<file path="config.mk">
export PLATFORM = sky130hd
export DESIGN_NAME = pst_smbus_target
export DESIGN_NICKNAME = d
export VERILOG_FILES = /design/src/include/pst_pkg.sv /design/src/verilog/pst_smbus_target.sv
export SDC_FILE = /design/constraint.sdc
export NUM_CORES = 2
export LEC_CHECK = 0
export ABC_CLOCK_PERIOD_IN_PS = 11300
export BUFFER_PORTS_ARGS = -buffer_cell sky130_fd_sc_hd__buf_2
export CAP_MARGIN = 20
export CORE_ASPECT_RATIO = 1.4
export CORE_MARGIN = 4
export CORE_UTILIZATION = 37
export CTS_CLUSTER_SIZE = 16
export DETAILED_ROUTE_END_ITERATION = 7
export GPL_TIMING_DRIVEN = 0
export PLACE_DENSITY_LB_ADDON = 0.1
export SLEW_MARGIN = 5
export SYNTH_ARGS = -nofsm -noshare
export SYNTH_HDL_FRONTEND = slang
export SYNTH_SLANG_ARGS = --single-unit
</file>
<file path="constraint.sdc">
create_clock -name clk -period 11.3 [get_ports clk]
set_input_delay 1.13 -clock clk [delete_from_list [all_inputs] [get_ports clk]]
set_output_delay 1.13 -clock clk [all_outputs]
set_load 0.1 [all_outputs]
</file>
<file path="src/include/pst_pkg.sv">
// Package of constants and types for the power supply management bus target
// What this block does
// - Run at full 100 kbps bus rate
// - Avoid holding clock low to stretch
// - Stretch under 25 ms per message
// - Clock low over 25 ms aborts, releases bus
// - Ready for new transaction 10 ms later
// - Detect START and STOP mid-byte too
// - Glitches and runt pulses never lock up
// - Resume once properly timed signals return
// - Realign bit tracking at next START/STOP
// - 256 by 8 identification store, bus readable
// - Straps select command address B0..B6
// - Straps select store address A0..A6
package pst_pkg;

    // ==========================================================
    // Addresses and store
    localparam logic [7:0] CMD_ADDR_BASE = 8'hb0;
    localparam logic [7:0] FRU_ADDR_BASE = 8'ha0;
    localparam int unsigned FRU_DEPTH = 256;

    // ==========================================================
    // Timing
    localparam int unsigned CLK_MHZ = 25;
    localparam int unsigned T_TIMEOUT_US = 25000;
    localparam int unsigned T_HOLDOFF_US = 10000;
    localparam int unsigned TIMEOUT_CYC = T_TIMEOUT_US * CLK_MHZ;
    localparam int unsigned HOLDOFF_CYC = T_HOLDOFF_US * CLK_MHZ;
    localparam int unsigned CNT_W = 20;
    localparam logic [1:0] FILT_LAST = 2'h2;
    localparam logic [3:0] BITS_LAST = 4'h8;

    // ==========================================================
    // Types
    typedef enum logic [2:0] {
        PST_IDLE = 3'b000,
        PST_ADDR = 3'b001,
        PST_ACKA = 3'b010,
        PST_RX = 3'b011,
        PST_ACKD = 3'b100,
        PST_TX = 3'b101,
        PST_MACK = 3'b110,
        PST_HOLD = 3'b111
    } pst_state_t;

    typedef struct packed {
        logic valid;
        logic first;
        logic [7:0] data;
    } pst_cmd_rx_t;

endpackage

</file>
<file path="src/verilog/pst_smbus_target.sv">
// Management bus target with identification store, timeout and bus recovery
`timescale 1ns/1ps
`default_nettype none
module pst_smbus_target #(
    parameter int unsigned TIMEOUT_CYC = pst_pkg::TIMEOUT_CYC,
    parameter int unsigned HOLDOFF_CYC = pst_pkg::HOLDOFF_CYC
) (
    input wire logic clk,
    input wire logic rst_n,
    input wire logic sclIn,
    input wire logic sdaIn,
    output logic sdaOut,
    output logic sdaOe,
    input wire logic slotAddrBitHigh,
    input wire logic slotAddrBitLow,
    output pst_pkg::pst_cmd_rx_t cmdRx,
    output logic cmdReadReq,
    input wire logic [7:0] cmdReadData,
    output logic busTimeout
);
    import pst_pkg::*;

    localparam logic [CNT_W-1:0] TO_LAST = CNT_W'(TIMEOUT_CYC - 1);
    localparam logic [CNT_W-1:0] HOLD_LAST = CNT_W'(HOLDOFF_CYC - 1);

    // ==========================================================
    // Pin synchronisers and glitch filters (bit 1 = clock, bit 0 = data)
    logic [1:0] pinS1_ff, pinS2_ff, pinF_ff, pinP_ff;
    logic [1:0] strapS1_ff, strapS2_ff;
    logic [1:0] fltCnt_ff [2];

    always_ff @(posedge clk or negedge rst_n) begin
        if (!rst_n) begin
            pinS1_ff <= 2'h3;
            pinS2_ff <= 2'h3;
            pinP_ff <= 2'h3;
            strapS1_ff <= 2'h0;
            strapS2_ff <= 2'h0;
        end else begin
            pinS1_ff <= {sclIn, sdaIn};
            pinS2_ff <= pinS1_ff;
            pinP_ff <= pinF_ff;
            strapS1_ff <= {slotAddrBitHigh, slotAddrBitLow};
            strapS2_ff <= strapS1_ff;
        end
    end

    // A level must hold three samples before it counts, so runt pulses vanish
    for (genvar i = 0; i < 2; i++) begin : g_flt
        always_ff @(posedge clk or negedge rst_n) begin
            if (!rst_n) begin
                fltCnt_ff[i] <= 2'h0;
                pinF_ff[i] <= 1'b1;
            end else if (pinS2_ff[i] == pinF_ff[i]) begin
                fltCnt_ff[i] <= 2'h0;
            end else if (fltCnt_ff[i] == FILT_LAST) begin
                fltCnt_ff[i] <= 2'h0;
                pinF_ff[i] <= pinS2_ff[i];
            end else begin
                fltCnt_ff[i] <= fltCnt_ff[i] + 2'h1;
            end
        end
    end

    wire sclHigh = pinF_ff[1];
    wire sdaBit = pinF_ff[0];
    wire sclRise = pinF_ff[1] & ~pinP_ff[1];
    wire sclFall = ~pinF_ff[1] & pinP_ff[1];
    // Checked every cycle, not just at byte ends
    wire startCond = pinF_ff[1] & pinP_ff[1] & pinP_ff[0] & ~pinF_ff[0];
    wire stopCond = pinF_ff[1] & pinP_ff[1] & ~pinP_ff[0] & pinF_ff[0];

    // ==========================================================
    // Address selection from the straps
    wire [7:0] cmdAddr = CMD_ADDR_BASE | {5'h0, strapS2_ff, 1'b0};
    wire [7:0] fruAddr = FRU_ADDR_BASE | {5'h0, strapS2_ff, 1'b0};

    // ==========================================================
    // Transfer state
    pst_state_t state_ff;
    logic [3:0] bitCnt_ff;
    logic [7:0] rxSh_ff, txSh_ff, ptr_ff;
    logic isFru_ff, rw_ff, firstByte_ff, mAck_ff, sdaOe_ff;
    logic [CNT_W-1:0] sclLow_ff, hold_ff;
    pst_cmd_rx_t cmdRx_ff;
    logic cmdReadReq_ff, busTimeout_ff;
    logic [7:0] fruMem [FRU_DEPTH];

    wire matchCmd = (rxSh_ff[7:1] == cmdAddr[7:1]);
    wire matchFru = (rxSh_ff[7:1] == fruAddr[7:1]);
    wire byteDone = sclFall & (bitCnt_ff == BITS_LAST);
    wire timeoutHit = ~sclHigh & (sclLow_ff == TO_LAST) & (state_ff != PST_HOLD);
    wire holdDone = (state_ff == PST_HOLD) & (hold_ff == HOLD_LAST);
    wire loadTx = sclFall & (((state_ff == PST_ACKA) & rw_ff) | ((state_ff == PST_MACK) & mAck_ff));
    wire [7:0] txByte = isFru_ff ? fruMem[ptr_ff] : cmdReadData;
    wire fruWe = (state_ff == PST_RX) & byteDone & isFru_ff & ~firstByte_ff & ~startCond & ~stopCond;

    // The store has no reset; its contents are whatever was written over the bus
    always_ff @(posedge clk) begin
        if (fruWe) begin
            fruMem[ptr_ff] <= rxSh_ff;
        end
    end

    // Clock-low watchdog; it counts in every state and fires in every state but PST_HOLD, so a stuck bus can never hang us
    always_ff @(posedge clk or negedge rst_n) begin
        if (!rst_n) begin
            sclLow_ff <= '0;
            hold_ff <= '0;
        end else begin
            sclLow_ff <= (sclHigh || timeoutHit) ? '0 : sclLow_ff + 1'b1;
            hold_ff <= (state_ff == PST_HOLD) ? hold_ff + 1'b1 : '0;
        end
    end

    // Target never drives the clock, so it never stretches and the
    // per-message stretch budget is always zero
    always_ff @(posedge clk or negedge rst_n) begin
        if (!rst_n) begin
            state_ff <= PST_IDLE;
            bitCnt_ff <= 4'h0;
            rxSh_ff <= 8'h00;
            txSh_ff <= 8'h00;
            ptr_ff <= 8'h00;
            isFru_ff <= 1'b0;
            rw_ff <= 1'b0;
            firstByte_ff <= 1'b0;
            mAck_ff <= 1'b0;
            sdaOe_ff <= 1'b0;
            cmdRx_ff <= '0;
            cmdReadReq_ff <= 1'b0;
            busTimeout_ff <= 1'b0;
        end else begin
            cmdRx_ff.valid <= 1'b0;
            cmdReadReq_ff <= 1'b0;
            busTimeout_ff <= timeoutHit;
            if (timeoutHit) begin
                state_ff <= PST_HOLD;
                sdaOe_ff <= 1'b0;
            end else if (state_ff == PST_HOLD) begin
                if (holdDone) begin
                    state_ff <= PST_IDLE;
                end
            end else if (stopCond) begin
                state_ff <= PST_IDLE;
                sdaOe_ff <= 1'b0;
            end else if (startCond) begin
                state_ff <= PST_ADDR;
                bitCnt_ff <= 4'h0;
                sdaOe_ff <= 1'b0;
            end else if (loadTx) begin
                state_ff <= PST_TX;
                bitCnt_ff <= 4'h0;
                txSh_ff <= txByte;
                sdaOe_ff <= ~txByte[7];
                ptr_ff <= isFru_ff ? ptr_ff + 8'h01 : ptr_ff;
                cmdReadReq_ff <= ~isFru_ff;
            end else begin
                case (state_ff)
                    PST_IDLE: begin
                        sdaOe_ff <= 1'b0;
                    end
                    PST_ADDR, PST_RX: begin
                        if (sclRise && bitCnt_ff != BITS_LAST) begin
                            rxSh_ff <= {rxSh_ff[6:0], sdaBit};
                            bitCnt_ff <= bitCnt_ff + 4'h1;
                        end else if (byteDone && state_ff == PST_ADDR) begin
                            // Other addresses get no acknowledge
                            sdaOe_ff <= matchCmd | matchFru;
                            state_ff <= (matchCmd | matchFru) ? PST_ACKA : PST_IDLE;
                            isFru_ff <= matchFru;
                            rw_ff <= rxSh_ff[0];
                        end else if (byteDone) begin
                            sdaOe_ff <= 1'b1;
                            state_ff <= PST_ACKD;
                            firstByte_ff <= 1'b0;
                            if (isFru_ff) begin
                                ptr_ff <= firstByte_ff ? rxSh_ff : ptr_ff + 8'h01;
                            end else begin
                                cmdRx_ff <= '{valid: 1'b1, first: firstByte_ff, data: rxSh_ff};
                            end
                        end
                    end
                    PST_ACKA, PST_ACKD: begin
                        if (sclFall) begin
                            sdaOe_ff <= 1'b0;
                            bitCnt_ff <= 4'h0;
                            state_ff <= PST_RX;
                            firstByte_ff <= (state_ff == PST_ACKA) ? 1'b1 : firstByte_ff;
                        end
                    end
                    PST_TX: begin
                        if (sclRise) begin
                            bitCnt_ff <= bitCnt_ff + 4'h1;
                        end else if (byteDone) begin
                            sdaOe_ff <= 1'b0;
                            state_ff <= PST_MACK;
                        end else if (sclFall) begin
                            txSh_ff <= {txSh_ff[6:0], 1'b0};
                            sdaOe_ff <= ~txSh_ff[6];
                        end
                    end
                    PST_MACK: begin
                        if (sclRise) begin
                            mAck_ff <= ~sdaBit;
                        end else if (sclFall) begin
                            state_ff <= PST_IDLE;
                        end
                    end
                    default: begin
                        state_ff <= PST_IDLE;
                        sdaOe_ff <= 1'b0;
                    end
                endcase
            end
        end
    end

    assign sdaOut = 1'b0;
    assign sdaOe = sdaOe_ff;
    assign cmdRx = cmdRx_ff;
    assign cmdReadReq = cmdReadReq_ff;
    assign busTimeout = busTimeout_ff;
endmodule
`default_nettype wire
</file>
==> results.md <==
- Status: finished clean
- Worst min path class: in -> async
- Layout net count: 4601
- Post-synth ARST share: 4.788%
- Setup ws final: 4.510 ns
- Sequential power share: 53.9%
- CTS tree: done
- H-Tree Depth: 4
- Net Count, Synth: 4275
- Via/cell ratio: 6.087
- Sink Count: 2151
- DRT Wirelength: 348600 um
- Port bufs: 26
- Clock Latency Late Sink: 0.90 ns
- R2r endpoint: fruMem[184][1]
- Netlist cell types: 78
- Detailed Route Iter0 Violations: 6385
- Setup TNS Final: 0 ns
- Unrepaired setup endpoints after global routing: false
- Vias in the first global route: 46812
- Max FO, Critical Path: 10
- Power Internal: 13.57 mW
- Crit-path most repeated cell: buf_2
- CTS Buf Count: 216
- Post-CTS setup buffer count: 0
- Clock power frac: 39.2%
- Net Sw Power: 4.313 mW
- Clock Pin Slew Worst Setup and Hold Paths: 0.07 ns
- DRC: 0
- Initial antenna violation count: 21
- Ports: 28
- LEAKAGE: 30.11 nW
- Chip Width: 413.0 um
- # placed instances: 7384
- Slew Limit Fails: 0
- CP arrival: 7.28 ns
- Die Area: 0.2374 sq mm
- # fillers: 20043
- Total grt overflow: 0
- Number of hold buffers added after cts: 0
- Die H: 575.0 um
- First-pass DRT Iterations: 7
- Layout cells sized above 1: 23.24%
- Max-Cap Viols: 0
- Synth Area per Inst: 19.98 sq um
- Footprint of the multi-input gates: 0.01933 sq mm
- Critical Path Start Type: register
- Sw Ratio: 24.12%
- Cts repair resizes: 0
- Worst slack, placed: 4.766 ns
- Register Area: 0.06412 sq mm
- Core Box Area: 0.2279 sq mm
- Via count: 47426
- Critical Path, Cell by Cell: buf_2 > buf_4 > buf_2 > buf_2 > buf_2 > clkbuf_2 > nand3_1 > clkbuf_2 > nor2_1
- Main flop type after synthesis: edfxtp_1
- Global Route Usage Sum: 29.04%
- Reg2reg start: ptr_ff[3]
- GP Congestion: 0.9845
- Max VDD drop: 132.2 uV
- Worst EP required: 11.79 ns
- #FFs+latches synth: 2151
- Worst setup EP type: register
- Initial Utilization: 37.27%
- Yosys warnings: 0
- Worst path bufs/invs: 7
- Routed Antenna Nets: 0
- CTS root buf: clkbuf_16
- Number of synthesized flops with an enable pin: 2048
- WL/cell: 44.75 um
- Area of the mapped netlist: 0.08495 sq mm
- Max stage delay on crit path: 0.97 ns
- Setup CP Type: reg -> reg
- Cell family with most CP delay: buffers and inverters
- Final-report setup violation count: 0
- Cells after synthesis: 4253
- Final period utilization: 60.08%
- Gate power share: 6.9%
- Final Hold Viols: 0
- Worst slew margin: 13.08%
- CP max stage cell: nor2_1
- Post-route insts no fill: 7791
- Peak Freq: 147.3 MHz
- Largest net degree at the start of global routing: 90
- Std-Cell Rows: 207
- Sequential share of the synthesized area: 75.44%
- Post-DP HPWL: 238100 um
- Clock Path Buffers: 4
- Total power divided by cell area: 184.4 mW/mm^2
- Worst slew pin tran: 1.301 ns
- R2R setup slack: 4.51 ns
- First-pass GRT wire length: 453700 um
- Setup Skew: 0.06616 ns
- R2R cell count: 9
- Final Critical Period: 6.790 ns
- Area growth, synth to finish: 14.15%
## stage by stage
step	area, sq um	util (%)	power, mW	hold slack, ns
floorplan	84950	-	10.44	0.3312
global placement	88880	38.99	11.22	0.3412
detailed placement	90250	39.60	11.03	0.3412
CTS	96870	42.50	17.95	0.09852
global route	96940	42.53	18.37	0.1164
finish	96970	42.55	17.88	0.1201
## power by group through the flow
stage / combinational (mW) / sequential, mW / clock (mW)
global route: 1.31 / 9.65 / 7.41
global placement: 0.464 / 10.8 / 0
floorplan: 0.284 / 10.2 / 0
CTS: 1.22 / 9.64 / 7.09
finish: 1.23 / 9.64 / 7.02
detailed placement: 1.22 / 9.81 / 0
## cell type report
type | instances | area share (%)
clock buffer | 265 | 5.893
multi-input combinational | 1834 | 19.93
antenna | 14 | 0.03613
clock inverter | 121 | 0.9380
inverter | 17 | 0.06580
timing repair buffer | 108 | 1.511
sequential | 2151 | 66.12
tap | 3030 | 3.909
buffer | 251 | 1.599
## cells in the final DEF, fill, tap and decap left out, types with 23 or more instances in the layout
master     instances
a21oi_1           46
a22oi_1           67
buf_16            25
buf_2             72
buf_4             70
buf_6             57
clkbuf_1         123
clkbuf_16        220
clkbuf_2          32
clkinv_1          62
clkinv_2          39
dfrtp_1           87
edfxtp_1        2048
mux2_2            47
mux2i_1          178
mux4_2           463
nand2_1          147
nand3_1           86
nor2_1           347
nor2b_1           27
nor3_1            27
o21ai_0           53
o22ai_1           25
xor2_1            23
## cell usage after synthesis (16+ instances only)
cell type  number  share of area (%)
edfxtp_1     2048                 72
mux4_2        463                 12
nor2_1        348                1.5
mux2i_1       178                2.1
nand2_1       147               0.65
clkbuf_1      114               0.50
dfrtp_1        95                2.8
nand3_1        86               0.51
a22oi_1        67               0.59
o21ai_0        53               0.31
buf_4          52               0.46
mux2_2         47               0.62
a21oi_1        46               0.27
buf_2          43               0.25
buf_6          32               0.42
nor3_1         28               0.16
nor2b_1        27               0.20
o22ai_1        25               0.18
a221oi_1       23               0.24
xor2_1         23               0.24
nand4_1        21               0.15
a22o_1         20               0.21
a31oi_1        17               0.13
and3_1         16               0.12
## worst max-delay path by stage
stage / from / to / slack, ns / depth (start not counted)
finish: ptr_ff[3] / fruMem[184][1] / 4.51 / 9
global route: ptr_ff[0] / fruMem[70][4] / 4.69 / 11
CTS: ptr_ff[3] / fruMem[120][4] / 4.73 / 9
detailed placement: ptr_ff[3] / fruMem[120][6] / 4.77 / 9
global placement: rxSh_ff[5] / sdaOe / 2.38 / 7
floorplan: rxSh_ff[7] / sdaOe / 6.56 / 7
## state kept, by name (all words and copies together), names as in the netlist, 2 cells and up
name	count
ptr_ff	8
fruMem	2048
strapS1_ff	2
bitCnt_ff	4
fltCnt_ff	4
strapS2_ff	2
pinS2_ff	2
pinP_ff	2
rxSh_ff	8
hold_ff	20
pinS1_ff	2
sclLow_ff	20
txSh_ff	7
cmdRx	10
state_ff	3
## per-layer routing
layer  vias up  routed length (um)  track usage (%)
met5         -                  26                0
met4         4               30780            20.57
met3       906               25590            6.145
met2      2634              168500            47.56
met1     25754              123700            34.00
li1      18128                   -                -
## kinds of logic (layout without fill, tap and decap cells)
group	Yosys count	count (layout)	share of synthesized area [%]
fa+ha+maj	9	9	0.1296
other cells	1	15	0.004414
flops	2151	2151	75.44
simple gates	737	737	3.871
mux	702	702	15.43
xor+xnor	38	38	0.3918
compound gates	347	347	2.890
buf+inv	268	762	1.850
No activity file was read; power rests on OpenSTA's default activity.
